==> config.mk <==
export PLATFORM = sky130hd
export DESIGN_NAME = csr_charger_regs
export DESIGN_NICKNAME = d
export VERILOG_FILES = /design/src/rtl/csr_pkg.sv /design/src/rtl/csr_charger_regs.sv
export VERILOG_INCLUDE_DIRS = /design/src /design/src/rtl
export SDC_FILE = /design/constraint.sdc
export NUM_CORES = 1
export LEC_CHECK = 0
export BUFFER_PORTS_ARGS = -buffer_cell sky130_fd_sc_hd__buf_2
export CAP_MARGIN = 10
export CORE_MARGIN = 4
export CORE_UTILIZATION = 63
export CTS_BUF_LIST = sky130_fd_sc_hd__clkbuf_2
export DETAILED_ROUTE_END_ITERATION = 7
export PLACE_DENSITY = 0.82
export SYNTH_ARGS = -nofsm -noshare
export SYNTH_HDL_FRONTEND = slang
export SYNTH_SLANG_ARGS = --single-unit
==> constraint.sdc <==
create_clock -name clk_sys -period 4.2 [get_ports clk_sys]
set_clock_uncertainty 0.2 [all_clocks]
set_input_delay 0.84 -clock clk_sys [delete_from_list [all_inputs] [get_ports clk_sys]]
set_output_delay 0.84 -clock clk_sys [all_outputs]
set_load 0.02 [all_outputs]
==> src/rtl/csr_consts.svh <==
// offsets, field positions, reset values and timing counts of the charger register bank
`ifndef CSR_CONSTS_SVH
`define CSR_CONSTS_SVH
`define CSR_ADDR_CTRL1 4'h5
`define CSR_ADDR_CTRL2 4'h6
`define CSR_ADDR_INT_STAT 4'h7
`define CSR_ADDR_FLT_STAT 4'h8
`define CSR_ADDR_INT_FLAG 4'h9
`define CSR_ADDR_FLT_FLAG 4'ha
`define CSR_ADDR_INT_MASK 4'hb
`define CSR_ADDR_FLT_MASK 4'hc
`define CSR_ADDR_PART 4'hd
`define CSR_CTRL1_RESET 8'h9d
`define CSR_CTRL2_RESET 8'h33
`define CSR_MASK_RESET 8'h00
`define CSR_FLAG_RESET 8'h00
`define CSR_CTRL2_WMASK 8'h3b
`define CSR_CTRL2_WD_KEEP 8'h03
`define CSR_INT_MASK_WMASK 8'hfd
`define CSR_FLT_MASK_WMASK 8'hfe
`define CSR_C1_KICK 6
`define CSR_C1_WD_HI 5
`define CSR_C1_WD_LO 4
`define CSR_C1_TMR_EN 3
`define CSR_C1_SEL_HI 2
`define CSR_C1_SEL_LO 1
`define CSR_C1_SLOW 0
`define CSR_C1_TERM 7
`define CSR_C2_CHG_EN 3
`define CSR_PART_REGRST 7
// part number and revision values are arbitrary
`define CSR_PART_NUMBER 4'h5
`define CSR_PART_REV 3'h1
`define CSR_CLK_FREQ_HZ 25000000
`define CSR_CLK_MHZ 25
`define CSR_SEC_PER_HOUR 3600
`define CSR_SAFETY_H0 5
`define CSR_SAFETY_H1 8
`define CSR_SAFETY_H2 12
`define CSR_SAFETY_H3 20
`define CSR_WD_S1 40
`define CSR_WD_S2 80
`define CSR_WD_S3 160
`define CSR_POOR_SRC_TRIES 7
`define CSR_IRQ_PULSE_US 100
`endif

==> src/rtl/csr_pkg.sv <==
// types shared by the charger register bank and its users
package csr_pkg;
	typedef struct packed {
		logic powerGood;
		logic inCurReg;
		logic inVoltReg;
		logic thermReg;
		logic termination;
		logic [2:0] chargeState;
		logic ovIn;
		logic tShut;
		logic batOv;
		logic flyCap;
		logic capPre;
		logic srcQualDone;
		logic srcQualPass;
	} csr_status_in_type;
	typedef struct packed {
		logic wrEn;
		logic rdEn;
		logic [3:0] addr;
		logic [7:0] wrData;
	} csr_reg_req_type;
	typedef struct packed {
		logic ack;
		logic [7:0] rdData;
	} csr_reg_rsp_type;
	typedef struct packed {
		logic chargeEnable;
		logic termEnable;
		logic [1:0] thermThreshold;
		logic [1:0] lowBattThreshold;
		logic safetyExpired;
		logic wdExpired;
		logic irqPulse;
	} csr_ctrl_out_type;
	typedef enum logic [2:0] {
		WD_OFF = 3'b001,
		WD_RUN = 3'b010,
		WD_EXPIRED = 3'b100
	} csr_wd_state_type;
endpackage : csr_pkg

==> src/rtl/csr_charger_regs.sv <==
// charger control, status, event flag and mask register bank
//
// What this block does
// safety timer runs only when enabled
// timeout code selects 5/8/12/20 hours
// slowdown halves timer rate during regulation
// watchdog expiry holds charge enable cleared
// thermal threshold code, defaults to 3
// low-battery threshold survives watchdog expiry
// control two resets 33h, reserved read 0
// charge enable cleared by both resets
// live interrupt status bit layout
// three-bit charge state passed through
// live fault status bit layout
// poor source after seven failed attempts
// expiry holds four fault status bits cleared
// interrupt flags clear on read
// fault flags clear on read
// power good both edges, regulation rising
// watchdog and termination flags on rising
// charge state change sets flag
// fault flags latch on rising edges
// flags kept across watchdog expiry
// mask one suppresses interrupt pulse
// timer fault pulse only when unmasked
// kick restarts watchdog, reads zero
// watchdog code selects off/40/80/160 s
// register reset restores defaults, self clears
// unmasked new flag fires fixed pulse
// event wins over read clear
`include "csr_consts.svh"
module csr_charger_regs #(
	parameter int TICK_CYCLES = `CSR_CLK_FREQ_HZ
) (
	input wire logic clk_sys,
	input wire logic rst_b,
	input wire csr_pkg::csr_status_in_type statusIn,
	input wire csr_pkg::csr_reg_req_type regReq,
	output csr_pkg::csr_reg_rsp_type regRsp,
	output csr_pkg::csr_ctrl_out_type ctrlOut
);
	import csr_pkg::*;

	localparam int IRQ_CYCLES = `CSR_IRQ_PULSE_US * `CSR_CLK_MHZ;
	localparam logic [7:0] CTRL1_DEFAULT = `CSR_CTRL1_RESET;

	function automatic logic wrHit(input csr_reg_req_type req, input logic [3:0] addr);
		wrHit = req.wrEn && (req.addr == addr);
	endfunction : wrHit

	function automatic logic isMapped(input logic [3:0] addr);
		isMapped = (addr >= `CSR_ADDR_CTRL1) && (addr <= `CSR_ADDR_PART);
	endfunction : isMapped

	function automatic logic [16:0] safetyLimit(input logic [1:0] sel);
		case (sel)
			2'h0: safetyLimit = 17'(`CSR_SAFETY_H0 * `CSR_SEC_PER_HOUR);
			2'h1: safetyLimit = 17'(`CSR_SAFETY_H1 * `CSR_SEC_PER_HOUR);
			2'h2: safetyLimit = 17'(`CSR_SAFETY_H2 * `CSR_SEC_PER_HOUR);
			default: safetyLimit = 17'(`CSR_SAFETY_H3 * `CSR_SEC_PER_HOUR);
		endcase
	endfunction : safetyLimit

	function automatic logic [7:0] wdLimit(input logic [1:0] code);
		case (code)
			2'h1: wdLimit = 8'(`CSR_WD_S1);
			2'h2: wdLimit = 8'(`CSR_WD_S2);
			default: wdLimit = 8'(`CSR_WD_S3);
		endcase
	endfunction : wdLimit

	////////////////////////////////////////////////////////////////////////////////
	// pin synchronisers and second tick

	csr_status_in_type syncOne_reg;
	csr_status_in_type syncTwo_reg;
	logic [31:0] tickCnt_reg;
	logic tick;

	always_ff @(posedge clk_sys or negedge rst_b) begin
		if (!rst_b) begin
			syncOne_reg <= '0;
			syncTwo_reg <= '0;
		end else begin
			syncOne_reg <= statusIn;
			syncTwo_reg <= syncOne_reg;
		end
	end

	assign tick = (tickCnt_reg == 32'(TICK_CYCLES - 1));

	always_ff @(posedge clk_sys or negedge rst_b) begin
		if (!rst_b) begin
			tickCnt_reg <= '0;
		end else if (tick) begin
			tickCnt_reg <= '0;
		end else begin
			tickCnt_reg <= tickCnt_reg + 32'h1;
		end
	end

	////////////////////////////////////////////////////////////////////////////////
	// control registers, register reset and watchdog

	logic [7:0] ctrl1_reg;
	logic [7:0] ctrl2_reg;
	logic [7:0] intMask_reg;
	logic [7:0] fltMask_reg;
	logic regReset_reg;
	csr_wd_state_type wdState_reg;
	logic [7:0] wdCnt_reg;
	logic wrCtrl1;
	logic [1:0] wdField_next;
	logic wdRestart;
	logic wdExpireNow;
	logic wdExpired;

	assign wrCtrl1 = wrHit(regReq, `CSR_ADDR_CTRL1);
	assign wdField_next = regReset_reg ? CTRL1_DEFAULT[`CSR_C1_WD_HI:`CSR_C1_WD_LO] :
		wrCtrl1 ? regReq.wrData[`CSR_C1_WD_HI:`CSR_C1_WD_LO] :
		ctrl1_reg[`CSR_C1_WD_HI:`CSR_C1_WD_LO];
	assign wdRestart = regReset_reg || (wrCtrl1 && regReq.wrData[`CSR_C1_KICK]) ||
		(wdField_next != ctrl1_reg[`CSR_C1_WD_HI:`CSR_C1_WD_LO]); // see
	assign wdExpireNow = (wdState_reg == WD_RUN) && !wdRestart && tick &&
		((wdCnt_reg + 8'h1) >= wdLimit(ctrl1_reg[`CSR_C1_WD_HI:`CSR_C1_WD_LO]));
	assign wdExpired = (wdState_reg == WD_EXPIRED);

	always_ff @(posedge clk_sys or negedge rst_b) begin
		if (!rst_b) begin
			regReset_reg <= 1'b0;
		end else begin
			regReset_reg <= wrHit(regReq, `CSR_ADDR_PART) && regReq.wrData[`CSR_PART_REGRST];
		end
	end

	always_ff @(posedge clk_sys or negedge rst_b) begin
		if (!rst_b) begin
			wdState_reg <= WD_RUN;
			wdCnt_reg <= '0;
		end else if (wdRestart) begin
			wdCnt_reg <= '0;
			wdState_reg <= (wdField_next == 2'h0) ? WD_OFF : WD_RUN;
		end else begin
			case (wdState_reg)
				WD_RUN: begin
					if (wdExpireNow) begin
						wdState_reg <= WD_EXPIRED;
						wdCnt_reg <= '0;
					end else if (tick) begin
						wdCnt_reg <= wdCnt_reg + 8'h1;
					end
				end
				WD_OFF, WD_EXPIRED: wdCnt_reg <= '0;
				default: begin
					wdState_reg <= WD_OFF;
					wdCnt_reg <= '0;
				end
			endcase
		end
	end

	// kick is never stored, so it always reads back as zero
	always_ff @(posedge clk_sys or negedge rst_b) begin
		if (!rst_b) begin
			ctrl1_reg <= `CSR_CTRL1_RESET;
		end else if (regReset_reg || wdExpireNow) begin
			ctrl1_reg <= `CSR_CTRL1_RESET;
		end else if (wrCtrl1) begin
			ctrl1_reg <= regReq.wrData & ~(8'h1 << `CSR_C1_KICK);
		end
	end

	always_ff @(posedge clk_sys or negedge rst_b) begin
		if (!rst_b) begin
			ctrl2_reg <= `CSR_CTRL2_RESET; // see
		end else if (regReset_reg) begin
			ctrl2_reg <= `CSR_CTRL2_RESET; // see
		end else if (wdExpireNow) begin
			ctrl2_reg <= (`CSR_CTRL2_RESET & ~`CSR_CTRL2_WD_KEEP) |
				(ctrl2_reg & `CSR_CTRL2_WD_KEEP); // see
		end else if (wrHit(regReq, `CSR_ADDR_CTRL2)) begin
			ctrl2_reg <= regReq.wrData & `CSR_CTRL2_WMASK &
				~(8'(wdExpired) << `CSR_C2_CHG_EN); // see
		end
	end

	always_ff @(posedge clk_sys or negedge rst_b) begin
		if (!rst_b) begin
			intMask_reg <= `CSR_MASK_RESET;
			fltMask_reg <= `CSR_MASK_RESET;
		end else if (regReset_reg) begin
			intMask_reg <= `CSR_MASK_RESET;
			fltMask_reg <= `CSR_MASK_RESET;
		end else begin
			if (wrHit(regReq, `CSR_ADDR_INT_MASK)) begin
				intMask_reg <= regReq.wrData & `CSR_INT_MASK_WMASK;
			end
			if (wrHit(regReq, `CSR_ADDR_FLT_MASK)) begin
				fltMask_reg <= regReq.wrData & `CSR_FLT_MASK_WMASK;
			end
		end
	end

	////////////////////////////////////////////////////////////////////////////////
	// safety timer

	logic [16:0] safetyCnt_reg;
	logic safetyExpired_reg;
	logic halfPhase_reg;
	logic safetyRestart;
	logic safetyStep;

	assign safetyRestart = regReset_reg || !ctrl1_reg[`CSR_C1_TMR_EN] ||
		!ctrl2_reg[`CSR_C2_CHG_EN] || (wrCtrl1 &&
		(regReq.wrData[`CSR_C1_SEL_HI:`CSR_C1_SEL_LO] !=
		ctrl1_reg[`CSR_C1_SEL_HI:`CSR_C1_SEL_LO])); // see
	assign safetyStep = tick && (!ctrl1_reg[`CSR_C1_SLOW] || halfPhase_reg ||
		!(syncTwo_reg.inCurReg || syncTwo_reg.inVoltReg || syncTwo_reg.thermReg));

	always_ff @(posedge clk_sys or negedge rst_b) begin
		if (!rst_b) begin
			safetyCnt_reg <= '0;
			safetyExpired_reg <= 1'b0;
			halfPhase_reg <= 1'b0;
		end else if (safetyRestart) begin
			safetyCnt_reg <= '0;
			safetyExpired_reg <= 1'b0;
			halfPhase_reg <= 1'b0;
		end else begin
			if (tick) begin
				halfPhase_reg <= !halfPhase_reg;
			end
			if (safetyStep && !safetyExpired_reg) begin
				if ((safetyCnt_reg + 17'h1) >= safetyLimit(ctrl1_reg[`CSR_C1_SEL_HI:`CSR_C1_SEL_LO])) begin
					safetyExpired_reg <= 1'b1;
				end
				safetyCnt_reg <= safetyCnt_reg + 17'h1;
			end
		end
	end

	////////////////////////////////////////////////////////////////////////////////
	// poor source qualification

	logic [2:0] poorCnt_reg;
	logic poorSrc_reg;
	logic qualDonePrev_reg;

	always_ff @(posedge clk_sys or negedge rst_b) begin
		if (!rst_b) begin
			poorCnt_reg <= '0;
			poorSrc_reg <= 1'b0;
			qualDonePrev_reg <= 1'b0;
		end else begin
			qualDonePrev_reg <= syncTwo_reg.srcQualDone;
			if (syncTwo_reg.srcQualDone && !qualDonePrev_reg) begin
				if (syncTwo_reg.srcQualPass) begin
					poorCnt_reg <= '0;
					poorSrc_reg <= 1'b0;
				end else if (poorCnt_reg == 3'(`CSR_POOR_SRC_TRIES - 1)) begin
					poorSrc_reg <= 1'b1;
				end else begin
					poorCnt_reg <= poorCnt_reg + 3'h1;
				end
			end
		end
	end

	////////////////////////////////////////////////////////////////////////////////
	// live status, event flags and interrupt pulse

	logic [7:0] intStatus;
	logic [7:0] fltStatus;
	logic [7:0] intStatPrev_reg;
	logic [7:0] fltStatPrev_reg;
	logic [1:0] miscPrev_reg;
	logic [7:0] intSet;
	logic [7:0] fltSet;
	logic [7:0] intFlag_reg;
	logic [7:0] fltFlag_reg;
	logic [7:0] intFlag_next;
	logic [7:0] fltFlag_next;
	logic rdInt;
	logic rdFlt;
	logic irqFire;
	logic [11:0] irqCnt_reg;
	logic irq_reg;

	assign intStatus = {syncTwo_reg.powerGood, syncTwo_reg.inCurReg, syncTwo_reg.inVoltReg,
		syncTwo_reg.thermReg, wdExpired, syncTwo_reg.chargeState}; // see
	assign fltStatus = {{syncTwo_reg.ovIn, syncTwo_reg.tShut, syncTwo_reg.batOv,
		syncTwo_reg.flyCap} & ~{4{wdExpired}}, 1'b0, syncTwo_reg.capPre,
		poorSrc_reg, 1'b0}; // see

	assign intSet = {intStatus[7] ^ intStatPrev_reg[7],
		intStatus[6:3] & ~intStatPrev_reg[6:3],
		syncTwo_reg.termination & ~miscPrev_reg[0], 1'b0,
		intStatus[2:0] != intStatPrev_reg[2:0]}; // see see
	assign fltSet = {fltStatus[7:4] & ~fltStatPrev_reg[7:4],
		safetyExpired_reg & ~miscPrev_reg[1],
		fltStatus[2:1] & ~fltStatPrev_reg[2:1], 1'b0};

	assign rdInt = regReq.rdEn && (regReq.addr == `CSR_ADDR_INT_FLAG);
	assign rdFlt = regReq.rdEn && (regReq.addr == `CSR_ADDR_FLT_FLAG);
	assign intFlag_next = (intFlag_reg & ~{8{rdInt}}) | intSet; // see
	assign fltFlag_next = (fltFlag_reg & ~{8{rdFlt}}) | fltSet; // see
	assign irqFire = !regReset_reg && (|(intFlag_next & ~intFlag_reg & ~intMask_reg) ||
		|(fltFlag_next & ~fltFlag_reg & ~fltMask_reg)); // see see

	always_ff @(posedge clk_sys or negedge rst_b) begin
		if (!rst_b) begin
			intStatPrev_reg <= '0;
			fltStatPrev_reg <= '0;
			miscPrev_reg <= '0;
		end else begin
			intStatPrev_reg <= intStatus;
			fltStatPrev_reg <= fltStatus;
			miscPrev_reg <= {safetyExpired_reg, syncTwo_reg.termination};
		end
	end

	// watchdog expiry leaves the flags alone
	always_ff @(posedge clk_sys or negedge rst_b) begin
		if (!rst_b) begin
			intFlag_reg <= `CSR_FLAG_RESET;
			fltFlag_reg <= `CSR_FLAG_RESET;
		end else if (regReset_reg) begin
			intFlag_reg <= `CSR_FLAG_RESET;
			fltFlag_reg <= `CSR_FLAG_RESET;
		end else begin
			intFlag_reg <= intFlag_next;
			fltFlag_reg <= fltFlag_next;
		end
	end

	always_ff @(posedge clk_sys or negedge rst_b) begin
		if (!rst_b) begin
			irqCnt_reg <= '0;
			irq_reg <= 1'b0;
		end else if (irqFire) begin
			irqCnt_reg <= 12'(IRQ_CYCLES - 1);
			irq_reg <= 1'b1;
		end else if (irqCnt_reg != 12'h0) begin
			irqCnt_reg <= irqCnt_reg - 12'h1;
		end else begin
			irq_reg <= 1'b0;
		end
	end

	////////////////////////////////////////////////////////////////////////////////
	// register read port and outputs

	logic [7:0] readMux;

	always_comb begin
		case (regReq.addr)
			`CSR_ADDR_CTRL1: readMux = ctrl1_reg;
			`CSR_ADDR_CTRL2: readMux = ctrl2_reg & `CSR_CTRL2_WMASK;
			`CSR_ADDR_INT_STAT: readMux = intStatus;
			`CSR_ADDR_FLT_STAT: readMux = fltStatus;
			`CSR_ADDR_INT_FLAG: readMux = intFlag_reg;
			`CSR_ADDR_FLT_FLAG: readMux = fltFlag_reg;
			`CSR_ADDR_INT_MASK: readMux = intMask_reg;
			`CSR_ADDR_FLT_MASK: readMux = fltMask_reg;
			`CSR_ADDR_PART: readMux = {1'b0, `CSR_PART_NUMBER, `CSR_PART_REV};
			default: readMux = 8'h00;
		endcase
	end

	always_ff @(posedge clk_sys or negedge rst_b) begin
		if (!rst_b) begin
			regRsp <= '0;
		end else begin
			regRsp.ack <= (regReq.rdEn || regReq.wrEn) && isMapped(regReq.addr);
			if (regReq.rdEn) begin
				regRsp.rdData <= isMapped(regReq.addr) ? readMux : 8'h00;
			end
		end
	end

	always_ff @(posedge clk_sys or negedge rst_b) begin
		if (!rst_b) begin
			ctrlOut <= '0;
		end else begin
			ctrlOut.chargeEnable <= ctrl2_reg[`CSR_C2_CHG_EN];
			ctrlOut.termEnable <= ctrl1_reg[`CSR_C1_TERM];
			ctrlOut.thermThreshold <= ctrl2_reg[5:4];
			ctrlOut.lowBattThreshold <= ctrl2_reg[1:0];
			ctrlOut.safetyExpired <= safetyExpired_reg;
			ctrlOut.wdExpired <= wdExpired;
			ctrlOut.irqPulse <= irq_reg;
		end
	end
endmodule : csr_charger_regs

# Word-level counts from Yosys, hierarchy flattened
# Index checks and enable logic that the tools add are counted.
# word_totals
out_inout_bits,18
word_cells,226
input_bits,31
reg_bits,191
# classes
n_eq_ne,27
n_reduce_logical,61
n_mux,43
bitwise_logic,29
n_addsub,5
magnitude_cmp,4
# op_table
op,n
$mux 8,13
$pmux 8 s9,1
$mux 17,4
$pmux 17 s3,1
$and 8x8->8,6
$not 8->8,6
$add 32x1->32 const B,1
$eq 32x25->1 const B,1
$mux 32,1
$eq 4x4->1 const B,6
$mux 12,2
$logic_and 1x1->1,19
$mux 6,3
$reduce_bool 2->1,9
$add 17x1->17 const B,1
$ge 17x17->1,1
$or 8x8->8,2
$pmux 8 s2,1
$reduce_or 8->1,2
$and 4x4->4,3
$eq 4x3->1 const B,3
$logic_or 1x1->1,12
$mux 3,4
$not 4->4,3
32 further kinds,64

# Depth between registers and ports, before layout
# logic_depth
depth_word,13
ltp_mapped,12
depth_no_buf,11

# Least setup slack after synthesis
# No wires, ideal clock.
# synth_timing
kind,register to register
from,reg safetyCnt_reg[0]
to,reg safetyExpired_reg
setup_time_ps,129
arrival_ps,2630
n_path_buf,0
period_less_slack_ps,2959
slack_ps,1241
stages_incl_launch_ff,12
t_required_ps,3871
path_cell_list,dfrtp_1 -> ha_1 -> nand3_1 -> nor4_1 -> nand2_1 -> xnor2_1 -> ha_1 -> a21oi_1 -> o21ai_0 -> or3_1 -> o2111ai_1 -> nand3_1
# synth_between
elab_chain_len,4
# synth_rtl
item,line_no,rtl
start: declaration,csr_charger_regs.sv:207,logic [16:0] safetyCnt_reg;
start signal: assignment,csr_charger_regs.sv:237,safetyCnt_reg <= safetyCnt_reg + 17'h1;
$add 17x1->17,csr_charger_regs.sv:234,if ((safetyCnt_reg + 17'h1) >= safetyLimit(ctrl1_reg[`CSR_C1_SEL_HI:`CSR_C1_SEL_LO])) begin
$ge 17x17->1,csr_charger_regs.sv:234,
$reduce_bool 2->1 (no line),-,
$reduce_and 2->1 (no line),-,
end signal: assignment,csr_charger_regs.sv:223,safetyExpired_reg <= 1'b0;
end signal: assignment,csr_charger_regs.sv:227,safetyExpired_reg <= 1'b0;
end signal: assignment,csr_charger_regs.sv:235,safetyExpired_reg <= 1'b1;
end: declaration,csr_charger_regs.sv:208,logic safetyExpired_reg;
# Every way passes these cells.
# A chain may end at the register's enable or synchronous reset.

# Final worst setup path
# Ends and elaborated chain as after synthesis.

==> impl_metrics.tcl <==
set metrics [dict create \
    synth.area.top_cells "dfrtp_1 (49%), ha_1 (4.2%), xnor2_1 (3.4%)" \
    whs_endpoint "regReset_reg" \
    cp-start-kind "flop" \
    setup_slack_ns 0.856 \
    cp_data_required_time_ns 4.68 \
    synth_top_cell_area_share 0.488 \
    post_drt_wl_per_cell_microns 17.3 \
    worst-path-max-fanout 6 \
    synth_fa_ha_area_frac 0.0419 \
    synth_compound_area_frac 0.117 \
    yosys_warnings 0 \
    antenna_found_initial 1 \
    placementRows 43 \
    gr-total-overflow 0 \
    clkTransAtPathRegs_ns 0.27 \
    die_area_sq_um 16200 \
    fin_crit_ns 3.34 \
    grt_max_degree 99 \
    r2r_start "safetyCnt_reg[0]" \
    postPlaceCellArea_sq_um 9320 \
    cp-end-kind "flop" \
    synth_top_family_by_area "simple AND/OR/NAND/NOR gates" \
    grt_first_pass_wirelength_microns 32600 \
    area_growth_pct 8.50 \
    synth_edf_count 0 \
    slew_viol_final 0 \
    design_area_sq_um 9730 \
    ys_seq_area_frac 0.518 \
    p_per_area_nw_per_um2 370 \
    synth-simple-area-share 0.199 \
    nets 993 \
    io-pin-count 49 \
    grt_pass1_vias 6524 \
    synth.cell_area_sq_um 8970 \
    syn_inst 885 \
    drt_iter0_markers 570 \
    r2r_cells 11 \
    drive_above_1_share 0.106 \
    r2r_setup_slack_ns 0.86 \
    cts_repair_resize_count 0 \
    hold_buffers 16 \
    yosysUniqueCellTypes 66 \
    cts_max_level 4 \
    hpwl_microns 13500 \
    postCtsSetupRepairBufs 0 \
    hold_class "in -> reg" \
    async_reset_ff_frac 1.00 \
    synth_area_leader_cell "dfrtp_1" \
    r2r_end "safetyExpired_reg" \
    worstSetupPathType "reg -> reg" \
    vias 6941 \
    avgSynthCellArea_sq_um 10.1 \
    largest_reg_flops 32 \
    finalSetupViolCount 0 \
    whs_ns 0.135 \
    synthMuxAreaShare 0.0338 \
    period_share 0.796 \
    routabilityCongestion 0.924 \
    drtPass1Iterations 5 \
    clock_latency_ns 0.76 \
    port_buffers 48 \
    ys.flop_type "dfrtp_1" \
    drc 0 \
    grt_use_total 0.249 \
    power_leakage_nw 4.30 \
    core_area_sq_um 13900 \
    initial_core_util 0.644 \
    synth_xor_xnor_area_share 0.0566 \
    cts_buffers 17 \
    whs_path_depth 3 \
    die_h_microns 127 \
    cts_buffer_depth 2 \
    root_buffer "clkbuf_2" \
    ant_nets 0 \
    worst_pin_slew_ns 1.01 \
    hp-start "regReq[7]" \
    vdd_drop_max_mv 0.270 \
    pre_cts_ws_ns 0.910 \
    die_x_microns 127 \
    synth-seq-cells 185 \
    max_cap_violations 0 \
    via_per_inst 6.16 \
    clock_sinks 185 \
    max_freq_ghz 0.299 \
    cts_tree "built" \
    synthesis.nets 946 \
    finalSetupTns_ns 0 \
    rsz0062_at_grt "no" \
    hold_viol 0 \
    max_slew_margin 0.327 \
    wl_microns 19500 \
    arrival_ns 3.82 \
    status "complete, no violations" \
]
-- layer usage --
layer  track usage  up-vias  share of wire  routed length, microns
li1              -     3263              -                       -
met1         0.354     3385           0.44                    8610
met2         0.369      251           0.46                    8930
met3        0.0711       42          0.077                    1510
met4        0.0890        0          0.022                     438
met5             0        -              0                       0
-- synthesized netlist by cell type (all sizes together) (5+ instances only) --
| master | count |
|---|---|
| nor3b | 6 |
| xnor2 | 35 |
| inv | 34 |
| dfrtp | 175 |
| ha | 30 |
| or4 | 6 |
| and2 | 5 |
| nor2 | 79 |
| mux2i | 28 |
| nor4b | 8 |
| a21oi | 46 |
| a32o | 8 |
| or2 | 6 |
| nor3 | 23 |
| a31oi | 8 |
| dfstp | 10 |
| buf | 8 |
| xor2 | 23 |
| nand3 | 46 |
| or3 | 27 |
| and4 | 6 |
| nand2b | 15 |
| nor4 | 9 |
| o31ai | 8 |
| and3 | 7 |
| nand2 | 68 |
| nor2b | 9 |
| clkbuf | 32 |
| nand4 | 16 |
| o21ai | 41 |
-- how the worst max path moves through the flow --
stage / slack, ns / depth (start not counted) / start / to
finish: 0.86 / 11 / safetyCnt_reg[0] / safetyExpired_reg
global route: 0.47 / 11 / safetyCnt_reg[0] / safetyExpired_reg
CTS: 0.85 / 11 / safetyCnt_reg[0] / safetyExpired_reg
detailed placement: 0.91 / 11 / safetyCnt_reg[0] / safetyExpired_reg
global placement: 1.03 / 11 / safetyCnt_reg[0] / safetyExpired_reg
floorplan: 1.24 / 11 / safetyCnt_reg[0] / safetyExpired_reg
-- placed cells by master, fill, tap and decap left out, types with 5 or more instances in the layout --
master / Yosys / routed
nor2b_1: 9 / 9
nand3_1: 46 / 46
nand2_1: 68 / 68
xor2_1: 23 / 23
or3_1: 27 / 27
dfrtp_1: 175 / 175
inv_6: 0 / 6
nor3b_1: 6 / 6
nand2b_1: 15 / 15
nor4_1: 9 / 9
o21ai_0: 41 / 41
nor3_1: 23 / 23
nor2_1: 79 / 79
and3_1: 7 / 7
clkbuf_2: 0 / 18
and2_1: 5 / 5
a21oi_1: 46 / 46
xnor2_1: 35 / 35
nand4_1: 16 / 16
nor4b_1: 8 / 8
dfstp_2: 10 / 10
and4_1: 6 / 6
ha_1: 30 / 30
buf_2: 3 / 47
inv_1: 34 / 34
dlygate4sd3_1: 0 / 16
mux2i_1: 28 / 28
a32o_1: 8 / 8
or4_1: 6 / 6
a31oi_1: 8 / 8
o31ai_1: 8 / 8
-- power breakdown --
group,internal [mW],switching (mW)
combinational,0.232,0.339
clock,0.293,0.641
sequential,1.95,0.142
total,2.47,1.12
-- worst max-delay path, cell delays in order, from the launching register on --
cell       delay [ns]
dfrtp_1          0.48
ha_1             0.22
nand3_1          0.18
nor4_1           0.66
nand2_1          0.19
xnor2_1          0.18
ha_1             0.31
a21oi_1          0.11
o21ai_0          0.13
or3_1            0.32
o2111ai_1        0.20
nand3_1          0.09
-- logic make-up after synthesis --
| family | count (synthesis) |
|---|---|
| AOI/OAI and AO/OA | 161 |
| and+or+nand+nor | 346 |
| muxes | 30 |
| buffers and inverters | 75 |
| adders and majority gates | 30 |
| DFF | 185 |
| xor gates and xnor gates | 58 |
-- stage by stage --
stage / total power, mW / util / cells
after floorplan: 2.46 / - / 885
after global placement: 2.65 / 0.668 / 1077
after detailed placement: 2.67 / 0.668 / 1077
after CTS: 3.62 / 0.698 / 1125
after global routing: 3.80 / 0.698 / 1127
final: 3.60 / 0.698 / 1127
-- cell type report --
| type | instances | area [sq um] |
|---|---|---|
| well taps | 180 | 225 |
| diodes | 2 | 5.00 |
| flip-flops and latches | 185 | 4640 |
| inverters | 35 | 133 |
| fillers | 1041 | 4210 |
| repair buffers | 68 | 452 |
| multi-input cells | 625 | 4020 |
| clock inverters | 14 | 159 |
| clock buffers | 18 | 90.1 |
Note: power is estimated with default switching activity, not from simulation.
